===== src/rtl/dbu_defines.vh =====
// Purpose: shared constants of the debug serial unit receiver
// Assumes: 32-bit APB data, byte addresses on paddr
// Notes:   definitions only, no logic
`ifndef DBU_DEFINES_VH
`define DBU_DEFINES_VH

// register byte offsets
`define DBU_OFS_COMMAND      8'h00
`define DBU_OFS_FORMAT       8'h04
`define DBU_OFS_FLAG         8'h14
`define DBU_OFS_RX_HOLD      8'h18
`define DBU_OFS_DIVISOR      8'h20
`define DBU_OFS_TEST_RESET   8'h40

// command register bit positions
`define DBU_CMD_RX_RESET     2
`define DBU_CMD_RX_ENABLE    4
`define DBU_CMD_RX_DISABLE   5
`define DBU_CMD_STATUS_CLEAR 8

// format register parity field and codes
`define DBU_PARITY_HI        11
`define DBU_PARITY_LO        9
`define DBU_PARITY_EVEN      3'h0
`define DBU_PARITY_ODD       3'h1
`define DBU_PARITY_SPACE     3'h2
`define DBU_PARITY_MARK      3'h3
`define DBU_PARITY_NONE_BIT  2

// flag register bit positions
`define DBU_FLG_RX_READY     0
`define DBU_FLG_OVERRUN      5
`define DBU_FLG_FRAMING      6
`define DBU_FLG_PARITY       7
`define DBU_FLG_RX_ENABLED   8
`define DBU_FLG_WRITE_FULL   30
`define DBU_FLG_READ_FULL    31

// reset values
`define DBU_RST_DIVISOR      16'h0000
`define DBU_RST_PARITY       3'h4
`define DBU_RST_WORD         32'h0000_0000
`define DBU_RST_BYTE         8'h00

// sampling clock counts, 16 samples per bit
`define DBU_START_LOW_LAST   5'h07
`define DBU_FIRST_SAMPLE     5'h18
`define DBU_BIT_TICKS        5'h10
`define DBU_SAMPLE_RELOAD    5'h09
`define DBU_DATA_LAST        3'h7

`endif


===== src/rtl/dbu_receiver_top.v =====
// Purpose: receiver and bit-rate generator of the debug serial unit, APB slave
// Assumes: single clock ref_clk at 200 MHz, synchronous active-high rst
// Notes:   no transmitter; the transmit request output stays low
//
// Decided for this implementation: the placing of the registers and the APB register port.
`timescale 1ns/1ps
`include "dbu_defines.vh"

// Operation
// bit-rate clock is master clock over sixteen times the divisor
// divisor zero stops the bit-rate clock and the serial function
// divisor is sixteen bits wide, one up to 65535 sixteenths
// receiver is disabled after reset until enabled by software
// enable command starts the hunt for a start bit
// disable stops at once when hunting, else after the stop bit
// receiver reset aborts reception, drops the character, disables
// start bit needs more than seven low sampling ticks
// first data sample twenty-four ticks after the falling edge
// each later sample sixteen ticks after the previous one
// asynchronous only, eight data bits, optional parity
// receiver independent, shared bit-rate generator, no timeout
// complete character goes to holding register, ready flag set
// reading the holding register, by software or transfer channel, clears ready
// new character while ready still set sets overrun
// overrun stays set until status clear command
// request signals for receive and transmit transfer channels; here the transmit request is tied low
// debug channel full indications readable and able to interrupt
// software bit forces the emulator test reset active
// parity checked per mode, error flag set with ready
// stop bit read low sets framing error with ready
// receive line passes a two-stage synchroniser first
// partner sends start, eight data bits LSB first, parity, stop
module dbu_receiver_top (
    input  wire        ref_clk,
    input  wire        rst,
    input  wire [7:0]  paddr,
    input  wire        psel,
    input  wire        penable,
    input  wire        pwrite,
    input  wire [31:0] pwdata,
    output reg  [31:0] prdata,
    output reg         pready,
    output reg         pslverr,
    input  wire        serial_rx_line,
    input  wire        debug_channel_read_full,
    input  wire        debug_channel_write_full,
    input  wire        rx_dma_ack,
    output reg         rx_dma_req,
    output reg  [7:0]  rx_dma_data,
    output reg         tx_dma_req,
    output reg         debug_comm_irq,
    output reg         test_reset_force
);
    // one-hot receiver states
    localparam [5:0] ST_OFF    = 6'h01;
    localparam [5:0] ST_HUNT   = 6'h02;
    localparam [5:0] ST_START  = 6'h04;
    localparam [5:0] ST_DATA   = 6'h08;
    localparam [5:0] ST_PARITY = 6'h10;
    localparam [5:0] ST_STOP   = 6'h20;

    reg  [5:0]  state_reg;
    reg  [5:0]  state_next;
    reg  [4:0]  tick_cnt_reg;
    reg  [4:0]  tick_cnt_next;
    reg  [2:0]  bit_cnt_reg;
    reg  [2:0]  bit_cnt_next;
    reg  [7:0]  shift_reg;
    reg  [7:0]  shift_next;
    reg         parity_bad_reg;
    reg         parity_bad_next;
    reg         stop_pending_reg;
    reg         stop_pending_next;
    reg  [15:0] bit_rate_divisor_reg;
    reg  [2:0]  parity_mode_field;
    reg  [7:0]  rx_holding_register;
    reg         rx_ready_flag;
    reg         overrun_flag;
    reg         framing_error_flag;
    reg         parity_error_flag;
    reg         force_test_reset_bit;

    wire [2:0]  sync_q;
    wire        rx_line;
    wire        read_full_sync;
    wire        write_full_sync;
    wire        sample_tick;
    wire        bus_setup;
    wire        bus_access;
    wire        bus_write;
    wire        bus_read;
    wire        cmd_write;
    wire        cmd_rx_reset;
    wire        cmd_rx_enable;
    wire        cmd_rx_disable;
    wire        cmd_status_clear;
    wire        hold_read;
    wire        addr_known;
    wire        char_done;
    wire        expected_parity;
    wire        parity_enabled;
    wire        rx_enabled;
    reg  [31:0] read_mux;

    // pins and emulator status come from outside this clock domain
    dbu_sync2 #(
        .W (3)
    ) u_sync (
        .ref_clk    (ref_clk),
        .rst        (rst),
        .async_in   ({debug_channel_write_full, debug_channel_read_full, serial_rx_line}),
        .idle_value (3'h1),
        .sync_out   (sync_q)
    );

    assign rx_line         = sync_q[0] | (state_reg == ST_OFF);
    assign read_full_sync  = sync_q[1];
    assign write_full_sync = sync_q[2];

    // the generator serves only the receiver; there is no transmitter to share it
    dbu_baud_gen u_baud (
        .ref_clk       (ref_clk),
        .rst           (rst),
        .clock_divisor (bit_rate_divisor_reg),
        .sample_tick   (sample_tick)
    );

    // APB: setup cycle loads the answer, access cycle completes with no wait
    assign bus_setup  = psel & ~penable;
    assign bus_access = psel & penable & pready;
    assign bus_write  = bus_access & pwrite;
    assign bus_read   = bus_access & ~pwrite;
    assign addr_known = (paddr == `DBU_OFS_COMMAND) | (paddr == `DBU_OFS_FORMAT) |
                        (paddr == `DBU_OFS_FLAG) | (paddr == `DBU_OFS_RX_HOLD) |
                        (paddr == `DBU_OFS_DIVISOR) | (paddr == `DBU_OFS_TEST_RESET);

    // command strobes are one-cycle pulses decoded from the write
    assign cmd_write        = bus_write & (paddr == `DBU_OFS_COMMAND);
    assign cmd_rx_reset     = cmd_write & pwdata[`DBU_CMD_RX_RESET];
    assign cmd_rx_enable    = cmd_write & pwdata[`DBU_CMD_RX_ENABLE];
    assign cmd_rx_disable   = cmd_write & pwdata[`DBU_CMD_RX_DISABLE];
    assign cmd_status_clear = cmd_write & pwdata[`DBU_CMD_STATUS_CLEAR];
    assign hold_read        = (bus_read & (paddr == `DBU_OFS_RX_HOLD)) | rx_dma_ack;

    // parity expected for the current mode over the data bits
    assign parity_enabled  = ~parity_mode_field[`DBU_PARITY_NONE_BIT];
    assign expected_parity = (parity_mode_field == `DBU_PARITY_EVEN)  ? ^shift_reg :
                             (parity_mode_field == `DBU_PARITY_ODD)   ? ~(^shift_reg) :
                             (parity_mode_field == `DBU_PARITY_SPACE) ? 1'b0 : 1'b1;

    assign char_done  = (state_reg == ST_STOP) & sample_tick & (tick_cnt_reg == `DBU_FIRST_SAMPLE);
    assign rx_enabled = (state_reg != ST_OFF) & ~stop_pending_reg;

    // readback, reserved bits zero
    always @* begin
        read_mux = `DBU_RST_WORD;
        case (paddr)
            `DBU_OFS_FORMAT: begin
                read_mux[`DBU_PARITY_HI:`DBU_PARITY_LO] = parity_mode_field;
            end
            `DBU_OFS_FLAG: begin
                read_mux[`DBU_FLG_RX_READY]   = rx_ready_flag;
                read_mux[`DBU_FLG_OVERRUN]    = overrun_flag;
                read_mux[`DBU_FLG_FRAMING]    = framing_error_flag;
                read_mux[`DBU_FLG_PARITY]     = parity_error_flag;
                read_mux[`DBU_FLG_RX_ENABLED] = rx_enabled;
                read_mux[`DBU_FLG_WRITE_FULL] = write_full_sync;
                read_mux[`DBU_FLG_READ_FULL]  = read_full_sync;
            end
            `DBU_OFS_RX_HOLD: begin
                read_mux[7:0] = rx_holding_register;
            end
            `DBU_OFS_DIVISOR: begin
                read_mux[15:0] = bit_rate_divisor_reg;
            end
            `DBU_OFS_TEST_RESET: begin
                read_mux[0] = force_test_reset_bit;
            end
            default: begin
                read_mux = `DBU_RST_WORD;
            end
        endcase
    end

    // bus answer registers
    always @(posedge ref_clk) begin
        if (rst) begin
            prdata  <= `DBU_RST_WORD;
            pready  <= 1'b0;
            pslverr <= 1'b0;
        end else if (bus_setup) begin
            prdata  <= pwrite ? `DBU_RST_WORD : read_mux;
            pready  <= 1'b1;
            pslverr <= ~addr_known;
        end else begin
            pready  <= 1'b0;
            pslverr <= 1'b0;
        end
    end

    // configuration registers written by software
    always @(posedge ref_clk) begin
        if (rst) begin
            bit_rate_divisor_reg <= `DBU_RST_DIVISOR;
            parity_mode_field    <= `DBU_RST_PARITY;
            force_test_reset_bit <= 1'b0;
        end else if (bus_write) begin
            if (paddr == `DBU_OFS_DIVISOR) begin
                bit_rate_divisor_reg <= pwdata[15:0];
            end
            if (paddr == `DBU_OFS_FORMAT) begin
                parity_mode_field <= pwdata[`DBU_PARITY_HI:`DBU_PARITY_LO];
            end
            if (paddr == `DBU_OFS_TEST_RESET) begin
                force_test_reset_bit <= pwdata[0];
            end
        end
    end

    // receiver sequencing; ticks only advance it, so a zero divisor freezes it
    always @* begin
        state_next        = state_reg;
        tick_cnt_next     = tick_cnt_reg;
        bit_cnt_next      = bit_cnt_reg;
        shift_next        = shift_reg;
        parity_bad_next   = parity_bad_reg;
        stop_pending_next = stop_pending_reg;
        case (state_reg)
            ST_OFF: begin
                stop_pending_next = 1'b0;
            end
            ST_HUNT: begin
                if (sample_tick & ~rx_line & (bit_rate_divisor_reg != `DBU_RST_DIVISOR)) begin
                    state_next    = ST_START;
                    tick_cnt_next = 5'h01;
                end
            end
            ST_START: begin
                if (sample_tick) begin
                    if (rx_line) begin
                        state_next = ST_HUNT;
                    end else if (tick_cnt_reg == `DBU_START_LOW_LAST) begin
                        state_next    = ST_DATA;
                        tick_cnt_next = tick_cnt_reg + 5'h01;
                        bit_cnt_next  = 3'h0;
                    end else begin
                        tick_cnt_next = tick_cnt_reg + 5'h01;
                    end
                end
            end
            ST_DATA, ST_PARITY, ST_STOP: begin
                if (sample_tick) begin
                    if (tick_cnt_reg == `DBU_FIRST_SAMPLE) begin
                        tick_cnt_next = `DBU_SAMPLE_RELOAD;
                        if (state_reg == ST_DATA) begin
                            shift_next   = {rx_line, shift_reg[7:1]};
                            bit_cnt_next = bit_cnt_reg + 3'h1;
                            if (bit_cnt_reg == `DBU_DATA_LAST) begin
                                state_next = parity_enabled ? ST_PARITY : ST_STOP;
                            end
                        end else if (state_reg == ST_PARITY) begin
                            parity_bad_next = rx_line ^ expected_parity;
                            state_next      = ST_STOP;
                        end else begin
                            state_next = stop_pending_reg ? ST_OFF : ST_HUNT;
                        end
                    end else begin
                        tick_cnt_next = tick_cnt_reg + 5'h01;
                    end
                end
            end
            default: begin
                state_next = ST_OFF;
            end
        endcase
        if (state_reg == ST_HUNT && state_next == ST_HUNT) begin
            parity_bad_next = 1'b0;
        end
        // commands override the sequencing; reset beats disable beats enable
        if (cmd_rx_reset) begin
            state_next        = ST_OFF;
            stop_pending_next = 1'b0;
        end else if (cmd_rx_disable) begin
            if ((state_reg == ST_HUNT) || (state_reg == ST_START)) begin
                state_next = ST_OFF;
            end else if (state_reg != ST_OFF) begin
                stop_pending_next = 1'b1;
            end
        end else if (cmd_rx_enable) begin
            stop_pending_next = 1'b0;
            if (state_reg == ST_OFF) begin
                state_next = ST_HUNT;
            end
        end
    end

    // receiver state registers, disabled out of reset
    always @(posedge ref_clk) begin
        if (rst) begin
            state_reg        <= ST_OFF;
            tick_cnt_reg     <= 5'h00;
            bit_cnt_reg      <= 3'h0;
            shift_reg        <= `DBU_RST_BYTE;
            parity_bad_reg   <= 1'b0;
            stop_pending_reg <= 1'b0;
        end else begin
            state_reg        <= state_next;
            tick_cnt_reg     <= tick_cnt_next;
            bit_cnt_reg      <= bit_cnt_next;
            shift_reg        <= shift_next;
            parity_bad_reg   <= parity_bad_next;
            stop_pending_reg <= stop_pending_next;
        end
    end

    // holding register and status flags; a set in the same cycle wins over a clear
    always @(posedge ref_clk) begin
        if (rst) begin
            rx_holding_register <= `DBU_RST_BYTE;
            rx_ready_flag       <= 1'b0;
            overrun_flag        <= 1'b0;
            framing_error_flag  <= 1'b0;
            parity_error_flag   <= 1'b0;
        end else begin
            // a reset command in the stop cycle discards the character
            if (char_done & ~cmd_rx_reset) begin
                rx_holding_register <= shift_reg;
                rx_ready_flag       <= 1'b1;
            end else if (hold_read) begin
                rx_ready_flag <= 1'b0;
            end
            if (char_done & ~cmd_rx_reset & rx_ready_flag & ~hold_read) begin
                overrun_flag <= 1'b1;
            end else if (cmd_status_clear) begin
                overrun_flag <= 1'b0;
            end
            if (char_done & ~cmd_rx_reset & ~rx_line) begin
                framing_error_flag <= 1'b1;
            end else if (cmd_status_clear) begin
                framing_error_flag <= 1'b0;
            end
            if (char_done & ~cmd_rx_reset & parity_bad_reg) begin
                parity_error_flag <= 1'b1;
            end else if (cmd_status_clear) begin
                parity_error_flag <= 1'b0;
            end
        end
    end

    // side outputs, all registered
    always @(posedge ref_clk) begin
        if (rst) begin
            rx_dma_req       <= 1'b0;
            rx_dma_data      <= `DBU_RST_BYTE;
            tx_dma_req       <= 1'b0;
            debug_comm_irq   <= 1'b0;
            test_reset_force <= 1'b0;
        end else begin
            // request takes the ready flag's next value; the channel pulses ack once
            rx_dma_req       <= (rx_ready_flag & ~hold_read) | (char_done & ~cmd_rx_reset);
            rx_dma_data      <= (char_done & ~cmd_rx_reset) ? shift_reg : rx_holding_register;
            tx_dma_req       <= 1'b0;
            debug_comm_irq   <= read_full_sync | write_full_sync;
            test_reset_force <= force_test_reset_bit;
        end
    end
endmodule


===== src/rtl/dbu_sync2.v =====
// Purpose: two flip-flop synchroniser, one chain per bit
// Assumes: inputs come from pins or another clock domain
// Notes:   the first stage is read only by the second stage
`timescale 1ns/1ps
module dbu_sync2 #(
    parameter W = 3
) (
    input  wire         ref_clk,
    input  wire         rst,
    input  wire [W-1:0] async_in,
    input  wire [W-1:0] idle_value,
    output wire [W-1:0] sync_out
);
    genvar i;
    generate
        for (i = 0; i < W; i = i + 1) begin : g_bit
            reg meta_reg;
            reg stable_reg;
            // reset loads the idle level so no false edge follows reset
            always @(posedge ref_clk) begin
                if (rst) begin
                    meta_reg   <= idle_value[i];
                    stable_reg <= idle_value[i];
                end else begin
                    meta_reg   <= async_in[i];
                    stable_reg <= meta_reg;
                end
            end
            assign sync_out[i] = stable_reg;
        end
    endgenerate
endmodule


===== src/rtl/dbu_baud_gen.v =====
// Purpose: bit-rate generator of the receiver only, one sampling tick per divisor period
// Assumes: divisor comes from a register on the same clock
// Notes:   a zero divisor stops the ticks entirely
`timescale 1ns/1ps
`include "dbu_defines.vh"
module dbu_baud_gen (
    input  wire        ref_clk,
    input  wire        rst,
    input  wire [15:0] clock_divisor,
    output reg         sample_tick
);
    reg [15:0] div_cnt_reg;

    // sample tick at master_clock/divisor, bit clock is sixteen ticks
    always @(posedge ref_clk) begin
        if (rst) begin
            div_cnt_reg <= `DBU_RST_DIVISOR;
            sample_tick <= 1'b0;
        end else if (clock_divisor == `DBU_RST_DIVISOR) begin
            div_cnt_reg <= `DBU_RST_DIVISOR;
            sample_tick <= 1'b0;
        end else if (div_cnt_reg >= clock_divisor - 16'h0001) begin
            // >= compare lets a lowered divisor take effect at once
            div_cnt_reg <= `DBU_RST_DIVISOR;
            sample_tick <= 1'b1;
        end else begin
            div_cnt_reg <= div_cnt_reg + 16'h0001;
            sample_tick <= 1'b0;
        end
    end
endmodule


===== config.mk =====
export PLATFORM = sky130hd
export DESIGN_NAME = dbu_receiver_top
export DESIGN_NICKNAME = d
export VERILOG_FILES = /design/src/rtl/dbu_receiver_top.v /design/src/rtl/dbu_sync2.v /design/src/rtl/dbu_baud_gen.v
export VERILOG_INCLUDE_DIRS = /design/src /design/src/rtl
export SDC_FILE = /design/constraint.sdc
export NUM_CORES = 1
export LEC_CHECK = 0
export ABC_AREA = 0
export BUFFER_PORTS_ARGS = -buffer_cell sky130_fd_sc_hd__buf_4
export CORE_ASPECT_RATIO = 1.2
export CORE_MARGIN = 4
export CORE_UTILIZATION = 56
export CTS_CLUSTER_DIAMETER = 200
export CTS_CLUSTER_SIZE = 14
export DETAILED_ROUTE_END_ITERATION = 16
export GPL_ROUTABILITY_DRIVEN = 0
export PLACE_DENSITY_LB_ADDON = 0.2
export SLEW_MARGIN = 5
export SYNTH_ARGS = -nofsm -noshare
export SYNTH_HDL_FRONTEND = slang
export SYNTH_HIERARCHICAL = 1
export SYNTH_SLANG_ARGS = --single-unit

===== constraint.sdc =====
create_clock -name ref_clk -period 4.6 [get_ports ref_clk]
set_clock_uncertainty 0.2 [all_clocks]
set_input_delay 0.69 -clock ref_clk [delete_from_list [all_inputs] [get_ports ref_clk]]
set_output_delay 0.69 -clock ref_clk [all_outputs]
set_load 0.02 [all_outputs]

# Word-level counts from Yosys, hierarchy flattened
# Cells that the tools add are included.
# op_classes
n_reduce_logical	26
addsub	4
muxes	53
bitwise_logic	42
eq_ne	25
order_cmp	1
# ops
operator	count
$mux 6	14
$mux 32	1
$mux 5	5
$pmux 6 s4	1
$and 1x1->1	22
$mux 3	6
$add 16x1->16 const B	1
$eq 8x5->1 const B	2
$ge 16x16->1	1
$logic_not 16->1	1
$mux 1	16
$reduce_bool 16->1	1
$sub 16x1->16 const B	1
$pmux 5 s3	1
$eq 6x2->1 const B	2
$pmux 3 s2	2
$ne 2x2->1 const B	5
$not 1->1	10
$reduce_and 5->1	2
$reduce_bool 2->1	5
$or 1x1->1	9
$pmux 3 s3	1
$eq 8x3->1 const B	1
$eq 8x6->1 const B	1
other kinds (32)	40
# totals
word_cells	179
reg_bits	116
inputBits	49
output_inout_bits	46

# Logic depth before layout (Yosys ltp)
# Gate-level depths: netlist of run 1.
# logic_depth
word_depth	10
ltp_mapped	13
mapped_depth_nobuf	12

# Modules after synthesis
# The synthesis of run 1 kept the hierarchy.
# modules_own_cells
mod	instances	area_per_inst_um2	seq_area_each_um2	cells_per_inst
dbu_receiver_top	1	3861.2	1581.5	478
dbu_baud_gen	1	1347.5	340.3	158
dbu_sync2	1	244.0	120.1	16

# Worst setup path before layout of run 1
# OpenSTA, ideal clock, no wires.
# synth_timing
path_type	register -> register
startpoint	register bit_rate_divisor_reg[0]
endpoint	register u_baud.div_cnt_reg[6]
slack_ns	1.083
arrival_time_ns	3.199
synth_period_minus_slack_ns	3.517
n_path_buf	1
setup_time_ns	0.119
stages_incl_launch_ff	14
required_ns	4.281
cell_sequence	dfxtp_1 > inv_1 > ha_1 > or4b_1 > or3_1 > nor2_1 > xnor2_1 > ha_1 > nand4_1 > nor3_1 > or4b_1 > nand2_1 > buf_2 > nor3_1
# synth_between
elab_chain_cells	3
elab_cells_between_ends	4
cone_classes	1 x add/sub; 1 x order compare; 2 x reduce/logical
# synth_lines
element	line	rtl
from (decl)	dbu_receiver_top.v:74	reg [15:0] bit_rate_divisor_reg;
from (signal assigned)	dbu_receiver_top.v:204	bit_rate_divisor_reg <= `DBU_RST_DIVISOR;
from (signal assigned)	dbu_receiver_top.v:209	bit_rate_divisor_reg <= pwdata[15:0];
$sub 16x1->16	dbu_baud_gen.v:22	end else if (div_cnt_reg >= clock_divisor - 16'h0001) begin
$ge 16x16->1	dbu_baud_gen.v:22	
$reduce_or 3->1 (no line) *	--	
to (signal assigned)	dbu_baud_gen.v:20	div_cnt_reg <= `DBU_RST_DIVISOR;
to (signal assigned)	dbu_baud_gen.v:24	div_cnt_reg <= `DBU_RST_DIVISOR;
to (signal assigned)	dbu_baud_gen.v:27	div_cnt_reg <= div_cnt_reg + 16'h0001;
to (decl)	dbu_baud_gen.v:12	reg [15:0] div_cnt_reg;
# Mark *: on every way between the ends. The rest lies on a longest branch, timed or not.
# A chain may end at the register's enable or synchronous reset.

# Worst setup path in the final report of run 1
# layout_timing
startpoint	register bit_rate_divisor_reg[0]
endpoint	register u_baud.div_cnt_reg[13]
# Same word-level chain as after synthesis.

==> results.yml, run 1 <==
run_status:
  status: "complete, no violations"
yosys:
  ys.flop_type: "dfxtp_1"
  yosys_warnings: 6
  syn_avg_cell_area_sq_um: 8.363
  synthCells: 652
  synth.top_cells.by_area: "dfxtp_1 (37%), a21oi_1 (6.0%), nand2_1 (5.8%)"
  synth_mux_area_share_pct: 3.488
  synthTopCellsByCount: "dfxtp_1 (102), nand2_1 (84), nor2_1 (71), a21oi_1 (65), xnor2_1 (31)"
  async_reset_ff_share_pct: 0
  synth-seq-area-share_pct: 37.45
  synthAdderAreaFrac_pct: 5.048
  synth_top_area_share_pct: 37.45
  synth_xor_area_share_pct: 6.104
  synth_simple_gate_area_share_pct: 27.88
  synth_compound_area_share_pct: 13.77
  ys_ff_latch: 102
  synth_edf_count: 0
  synth_top_family_by_area: "simple AND/OR/NAND/NOR gates"
  synthesis.area_sq_um: 5453
  yosysMostFrequentCell: "dfxtp_1"
  ys_types: 68
  yosys.area.top_type: "dfxtp_1"
sta:
  setup_viol: 0
  tns_ns: 0
  rsz0062_at_grt: "false"
  maxSlewViolCount: 0
  max_freq_mhz: 245.9
  hold_viol: 0
  min_period_over_period_pct: 88.39
  setup_ws_ns: 0.5338
  finalCriticalPeriod_ns: 4.066
  worst_slew_pin_slew_ns: 0.8386
  relSlewSlack_pct: 44.09
floorplan:
  design.die.area_sq_um: 11390
  coreArea_sq_um: 9515
  die_x_microns: 98.08
  core.rowCount: 39
  die_height_microns: 116.1
  initial_utilization_pct: 57.30
  io_pins: 95
cts:
  cts_buffer_depth: 2
  clk_latency_ns: 0.35
  post_cts_buffers: 0
  cts_tree: "yes"
  numCtsBuffers: 9
  cts_root_buf: "clkbuf_16"
  cts_htree_levels: 3
  cts_resized: 0
  hold_buffers: 0
  cts_sinks: 102
  clk_pin_slew_worst_paths_ns: 0.08
routing:
  drtIter0Drc: 359
  firstDrtPassIters: 4
  ant_nets: 0
  vias: 4847
  wl_per_cell_microns: 16.51
  drt-vias-per-instance: 5.861
  totalWireLength_microns: 13650
  drc: 0
global_routing:
  grt_pass1_wl_microns: 22150
  grt_max_degree: 82
  grt_overflow_total: 0
  antenna_found_initial: 0
  grt_usage_pct: 23.84
  grt_pass1_vias: 4755
worst_setup_path:
  crit_path_end_kind: "register"
  worstSetupStartpointType: "register"
  reg2reg_slack_ns: 0.53
  critPathKind: "reg -> reg"
  crit_fanout: 15
  r2r_start: "bit_rate_divisor_reg[0]"
  cp.required_ns: 4.62
  cp_data_arrival_time_ns: 4.09
  rr_worst_depth: 12
  r2r_end: "u_baud/div_cnt_reg[13]"
min_path:
  hold_path_class: "reg -> reg"
  holdPathEnd: "u_sync/g_bit[0].stable_reg"
  hold_depth: 1
  hold_path_startpoint: "u_sync/g_bit[0].meta_reg"
pwr:
  power_density_nw_per_um2: 282.6
  cellLeakagePower_nw: 2.322
  vdd_drop_max_mv: 0.2032
placed_design:
  io_buffers: 63
  pre_cts_slack_ns: 0.5877
  hpwl_microns: 10210
layout:
  n_antenna_cell: 0
  largest_register_ffs: 18
  finish.utilization_pct: 64.83
  fin_nets: 770
  drive_gt1_share_pct: 15.48
  area_growth_pct: 13.13
job:
  cap_viol_max_count: 0
area by class of cell:
cell class | count | area [sq um]
flip-flops and latches | 102 | 2042
well taps | 123 | 153.9
repair buffers | 64 | 480.5
inverters | 12 | 45.04
clock buffers | 9 | 225.2
fillers | 824 | 3347
clock inverters | 7 | 73.82
multi-input cells | 510 | 3148
power breakdown:
part	internal, mW	switching (mW)	total, mW
logic	0.0313	0.0481	0.0794
clock network	0.386	0.387	0.773
registers	0.888	0.00357	0.892
how the worst max path moves through the flow:
stage                                  end               startpoint  slack, ns  depth (start not counted)
floorplan            u_baud/div_cnt_reg[6]  bit_rate_divisor_reg[0]       1.08                         13
global placement    u_baud/div_cnt_reg[15]  bit_rate_divisor_reg[0]       0.68                         12
detailed placement  u_baud/div_cnt_reg[13]  bit_rate_divisor_reg[0]       0.59                         12
CTS                  u_baud/div_cnt_reg[5]  bit_rate_divisor_reg[0]       0.57                         12
global route         u_baud/div_cnt_reg[4]  bit_rate_divisor_reg[0]       0.36                         12
finish              u_baud/div_cnt_reg[13]  bit_rate_divisor_reg[0]       0.53                         12
through the flow:
| stage | cell area, sq um | instances | power, mW | hold WS [ns] |
|---|---|---|---|---|
| 2_1_floorplan | 5524 | 671 | 0.9703 | 0.2356 |
| 3_3_place_gp | 5869 | 811 | 0.9901 | 0.2391 |
| 3_5_place_dp | 5869 | 811 | 0.9912 | 0.2431 |
| 4_1_cts | 6168 | 827 | 1.749 | 0.2593 |
| 5_1_grt | 6168 | 827 | 1.789 | 0.2703 |
| 6_report | 6168 | 827 | 1.743 | 0.2576 |
logic make-up after synthesis:
logic type	count (synthesis)
AOI/OAI and AO/OA	121
xor gates and xnor gates	38
adders and majority gates	22
buffers and inverters	59
DFF	102
muxes	16
other	2
and+or+nand+nor	292
routing by layer:
| metal | vias up | GRT usage, % | share of wire [%] |
|---|---|---|---|
| li1 | 2361 | - | - |
| met1 | 2342 | 27.08 | 40 |
| met2 | 111 | 44.50 | 54 |
| met3 | 33 | 4.002 | 3.5 |
| met4 | 0 | 9.603 | 2.6 |
| met5 | - | 0 | 0 |
worst max-delay path: stages, from the launching register on:
cell,delay [ns]
dfxtp_1,0.38
inv_1,0.11
ha_1,0.21
or4b_1,0.53
or3_1,0.43
nor2_1,0.16
xnor2_1,0.10
ha_1,0.31
nand4_1,0.14
nor3_1,0.29
or4b_1,0.52
nand2_1,0.43
nor3_1,0.12
layout by cell type (no fill, tap or decap), types with 4 or more instances in the layout:
cell type,instances
mux2_4,6
dfxtp_1,102
clkbuf_16,9
nor4_1,11
a21oi_1,65
inv_1,12
nand2_1,84
o21ai_0,10
nor3_1,30
buf_4,64
xnor2_1,31
and3_1,5
or4_1,4
nor2b_1,7
nand2b_1,4
nand4_1,9
nand3_1,22
nor3_2,7
ha_1,22
nor2_1,71
or3_1,8
mux2i_1,10
a22oi_1,14
xor2_1,7
conb_1,21
Power figures use the tool's default switching activity.
==> inputs of run 2 (changes only) <==
--- a/config.mk
+++ b/config.mk
@@ -10,7 +10,7 @@
 export BUFFER_PORTS_ARGS = -buffer_cell sky130_fd_sc_hd__buf_4
 export CORE_ASPECT_RATIO = 1.2
 export CORE_MARGIN = 4
-export CORE_UTILIZATION = 56
+export CORE_UTILIZATION = 35
 export CTS_CLUSTER_DIAMETER = 200
 export CTS_CLUSTER_SIZE = 14
 export DETAILED_ROUTE_END_ITERATION = 16
==> constraint.sdc (replaced) <==
create_clock -name ref_clk -period 3.6 [get_ports ref_clk]
set_clock_uncertainty 0.2 [all_clocks]
set_input_delay 0.54 -clock ref_clk [delete_from_list [all_inputs] [get_ports ref_clk]]
set_output_delay 0.54 -clock ref_clk [all_outputs]
set_load 0.02 [all_outputs]
==> results.yml, run 2 (same netlist as run 1, synthesis figures left out) <==
sta:
  setup_ws_ns: 0.08652
  maxSlewViolCount: 0
  min_period_over_period_pct: 97.60
  finalCriticalPeriod_ns: 3.513
  hold_slack_ns: 0.1959
  worst_slew_pin_slew_ns: 0.7789
  setup_viol: 0
  hold_viol: 0
  max_freq_mhz: 284.6
  relSlewSlack_pct: 48.07
placed_design:
  io_buffers: 63
  pre_cts_slack_ns: -0.006603
  dpl_cell_area_sq_um: 6133
  dpl.cell_count: 912
  hpwl_microns: 11270
routing:
  totalWireLength_microns: 15260
  vias: 4790
  ant_nets: 0
  drc: 0
  wl_per_cell_microns: 16.37
  drtIter0Drc: 219
  drt-vias-per-instance: 5.139
  firstDrtPassIters: 5
floorplan:
  initial_utilization_pct: 36.01
  coreArea_sq_um: 15140
  core.rowCount: 49
  die_height_microns: 144.7
  die_x_microns: 121.9
  io_pins: 95
  design.die.area_sq_um: 17650
layout:
  n_antenna_cell: 0
  regArea_sq_um: 2047
  area_growth_pct: 21.87
  multi_input_area_sq_um: 3274
  drive_gt1_share_pct: 21.29
  finalInstanceArea_sq_um: 6645
  fill_cells: 1538
  finish.utilization_pct: 43.88
  layout_commonest_cell: "dfxtp_1"
  final_cells: 932
  largest_register_ffs: 18
  fin_nets: 794
  layout_common_cells: "dfxtp_1 (100), nand2_1 (83), buf_4 (83), nor2_1 (70), a21oi_1 (65)"
worst_setup_path:
  cpLargestDelayFamily: "simple AND/OR/NAND/NOR gates"
  slowest_stage: "or4b_4"
  path_cells: "inv_1 -> ha_2 -> or4b_4 -> or3_4 -> nor3_4 -> xnor2_1 -> ha_1 -> nand4_1 -> nor3_2 -> or4b_4 -> nand2_4 -> clkbuf_16 -> nor3_2"
  critPathKind: "reg -> reg"
  cp_data_arrival_time_ns: 3.56
  crit_path_end_kind: "register"
  path_buf_inv: 2
  cp_slowest_stage_delay_ns: 0.51
  r2r_start: "bit_rate_divisor_reg[1]"
  crit_fanout: 7
  crit_cells: 13
  worstSetupStartpointType: "register"
  startpoint: "bit_rate_divisor_reg[1]"
  rr_worst_depth: 13
  r2r_end: "u_baud/div_cnt_reg[9]"
  reg2reg_slack_ns: 0.09
  cp-endpoint: "u_baud/div_cnt_reg[9]"
  cp.required_ns: 3.65
global_routing:
  grt_pass1_wl_microns: 23710
  grt_overflow_total: 0
  antenna_found_initial: 0
  grt_usage_pct: 17.07
  grt_max_degree: 57
  grt_pass1_vias: 4627
cts:
  clk_latency_ns: 0.36
  cts_htree_levels: 3
  numCtsBuffers: 9
  cts_sinks: 102
  cts_tree: "yes"
  cts_root_buf: "clkbuf_16"
  clk_pin_slew_worst_paths_ns: 0.08
  cts_buffer_depth: 2
pwr:
  cellLeakagePower_nw: 2.495
  vdd_drop_max_mv: 0.3199
  power_density_nw_per_um2: 336.9
run_status:
  status: "complete, no violations"
min_path:
  hold_path_class: "in -> reg"
job:
  cap_viol_max_count: 0
[run 2: cell type report]
cell class | count | share of cell area [%]
multi-input combinational | 510 | 49.28
clock inverter | 7 | 1.111
inverter | 12 | 0.6778
clock buffer | 9 | 3.389
sequential | 102 | 30.80
timing repair buffer | 88 | 10.90
tap | 204 | 3.841
[run 2: repair_timing]
action | CTS | global route
setup endpoints to repair | 15 | 17
resized for setup | 1 | 32
cloned | 0 | 2
hold endpoints to repair | 0 | 0
pin swaps | 0 | 8
buffers inserted | 0 | 2
hold buffers | 0 | 0
[run 2: worst min-delay path by stage]
| stage | start | end | slack [ns] | cells after the start |
|---|---|---|---|---|
| 6_report | debug_channel_read_full | u_sync/g_bit[1].meta_reg | 0.20 | 2 |
| 5_1_grt | debug_channel_read_full | u_sync/g_bit[1].meta_reg | 0.18 | 2 |
| 4_1_cts | debug_channel_read_full | u_sync/g_bit[1].meta_reg | 0.19 | 2 |
| 3_5_place_dp | prdata[12] | prdata[12] | 0.25 | 2 |
| 3_3_place_gp | u_sync/g_bit[0].meta_reg | u_sync/g_bit[0].stable_reg | 0.25 | 1 |
| 2_1_floorplan | bit_cnt_reg[1] | bit_cnt_reg[1] | 0.24 | 2 |
[run 2: metrics by stage]
stage                     power, mW  TNS [ns]
after floorplan               1.240         0
after global placement        1.270         0
after detailed placement      1.271  -0.02984
after CTS                     2.260         0
after global routing          2.310   -0.1687
final                         2.239         0
[run 2: per-layer routing]
metal	GRT usage, %	share of wire [%]
met4	5.369	1.7
met1	20.58	42
met3	4.316	3.8
met2	29.92	53
met5	0	0
[run 2: power by group]
group | switching (mW) | total (mW) | internal, mW | leakage [nW]
logic | 0.0639 | 0.105 | 0.0409 | 1.52
registers | 0.00482 | 1.14 | 1.13 | 0.825
clock network | 0.501 | 0.995 | 0.494 | 0.148
==> inputs of run 3 (changes only) <==
--- a/config.mk
+++ b/config.mk
@@ -7,15 +7,17 @@
 export NUM_CORES = 1
 export LEC_CHECK = 0
 export ABC_AREA = 0
-export BUFFER_PORTS_ARGS = -buffer_cell sky130_fd_sc_hd__buf_4
 export CORE_ASPECT_RATIO = 1.2
 export CORE_MARGIN = 4
 export CORE_UTILIZATION = 35
+export CTS_BUF_LIST = sky130_fd_sc_hd__clkbuf_4 sky130_fd_sc_hd__clkbuf_8
 export CTS_CLUSTER_DIAMETER = 200
 export CTS_CLUSTER_SIZE = 14
 export DETAILED_ROUTE_END_ITERATION = 16
+export DONT_BUFFER_PORTS = 1
 export GPL_ROUTABILITY_DRIVEN = 0
 export PLACE_DENSITY_LB_ADDON = 0.2
+export SKIP_CTS_REPAIR_TIMING = 1
 export SLEW_MARGIN = 5
 export SYNTH_ARGS = -nofsm -noshare
 export SYNTH_HDL_FRONTEND = slang
==> results.yml, run 3 (same netlist as run 1, synthesis figures left out) <==
floorplan:
  initial_utilization_pct: 36.01
  io_pins: 95
  coreArea_sq_um: 15140
  die_x_microns: 121.9
  die_height_microns: 144.7
  core.rowCount: 49
  design.die.area_sq_um: 17650
worst_setup_path:
  worstSetupStartpointType: "register"
  r2r_start: "bit_rate_divisor_reg[0]"
  path_cells: "inv_1 -> ha_2 -> or4b_4 -> or3_4 -> nor2_1 -> xnor2_1 -> ha_1 -> nand4_1 -> nor3_2 -> or4b_4 -> nand2_2 -> buf_12 -> nor3_1"
  startpoint: "bit_rate_divisor_reg[0]"
  cp-endpoint: "u_baud/div_cnt_reg[7]"
  reg2reg_slack_ns: 0.11
  crit_path_end_kind: "register"
  rr_worst_depth: 13
  crit_fanout: 15
  r2r_end: "u_baud/div_cnt_reg[7]"
  cpMostUsedCell: "or4b_4"
  slowest_stage: "or4b_4"
  cp_slowest_stage_delay_ns: 0.51
  cp.required_ns: 3.68
  critPathKind: "reg -> reg"
  cp_data_arrival_time_ns: 3.57
sta:
  finalCriticalPeriod_ns: 3.490
  worst_slew_pin_slew_ns: 0.9170
  setup_viol: 0
  hold_viol: 0
  setup_ws_ns: 0.1100
  maxSlewViolCount: 0
  relSlewSlack_pct: 38.66
  hold_slack_ns: 0.02106
  max_freq_mhz: 286.5
  min_period_over_period_pct: 96.94
  tns_ns: 0
job:
  cap_viol_max_count: 0
cts:
  cts_root_buf: "clkbuf_8"
  numCtsBuffers: 9
  clk_latency_ns: 0.39
  clk_pin_slew_worst_paths_ns: 0.10
  cts_htree_levels: 3
  cts_buffer_depth: 2
  cts_sinks: 102
  cts_tree: "yes"
routing:
  drc: 0
  wl_per_cell_microns: 17.42
  drt-vias-per-instance: 5.309
  drtIter0Drc: 283
  totalWireLength_microns: 15180
  firstDrtPassIters: 5
  vias: 4624
  ant_nets: 0
global_routing:
  grt_usage_pct: 16.64
  grt_overflow_total: 0
  grt_pass1_wl_microns: 23030
  grt_pass1_vias: 4407
  antenna_found_initial: 0
  grt_max_degree: 82
pwr:
  total_power_mw: 2.000
  vdd_drop_max_mv: 0.2357
  power_density_nw_per_um2: 333.0
  cellLeakagePower_nw: 2.109
layout:
  layout_commonest_cell: "dfxtp_1"
  area_growth_pct: 10.12
  regArea_sq_um: 2044
  n_antenna_cell: 0
  fin_nets: 733
  largest_register_ffs: 18
  layout_common_cells: "dfxtp_1 (100), nand2_1 (83), nor2_1 (71), a21oi_1 (65), xnor2_1 (31)"
  drive_gt1_share_pct: 12.89
  multi_input_area_sq_um: 3212
  finish.utilization_pct: 39.65
  fill_cells: 1580
placed_design:
  hpwl_microns: 10960
  io_buffers: 0
  pre_cts_slack_ns: -0.01760
min_path:
  hold_path_class: "in -> reg"
  hold_depth: 1
run_status:
  status: "complete, no violations"
run 3: cell type report:
class | count | share of cell area, %
multi-input combinational | 510 | 53.49
sequential | 102 | 34.05
tap | 204 | 4.251
timing repair buffer | 27 | 3.938
clock buffer | 9 | 2.063
clock inverter | 7 | 1.459
inverter | 12 | 0.7502
run 3: how the worst min path moves through the flow:
stage	startpoint	endpoint	slack [ns]
finish	rst	pready	0.02
global route	rst	pready	0.002
CTS	rst	tick_cnt_reg[2]	-0.03
detailed placement	bit_cnt_reg[1]	bit_cnt_reg[1]	0.25
global placement	bit_cnt_reg[1]	bit_cnt_reg[1]	0.24
floorplan	bit_cnt_reg[1]	bit_cnt_reg[1]	0.24
run 3: per-stage QoR:
step | instance area (sq um) | cells
final | 6005 | 871
after global routing | 6005 | 871
after CTS | 5887 | 867
after detailed placement | 5675 | 851
after floorplan | 5524 | 671
after global placement | 5675 | 851
run 3: where the power goes:
group          switching, mW  internal (mW)
combinational         0.0467         0.0198
clock                  0.452          0.339
sequential           0.00724           1.14
total                  0.506           1.49
run 3: worst max-delay path, delay by kind of cell, from the launching register on:
kind	cells	cell delay [ns]
adder cells (fa/ha/maj)	2	0.50
XOR/XNOR	1	0.08
AND/OR/NAND/NOR	8	2.03
buffers and inverters	2	0.23
flip-flops	1	0.33
run 3: metal layers:
metal	global-route usage, %	part of all wire [%]
met1	19.84	42
met3	4.743	4.7
met5	0	0
met4	5.369	2.1
met2	28.96	51
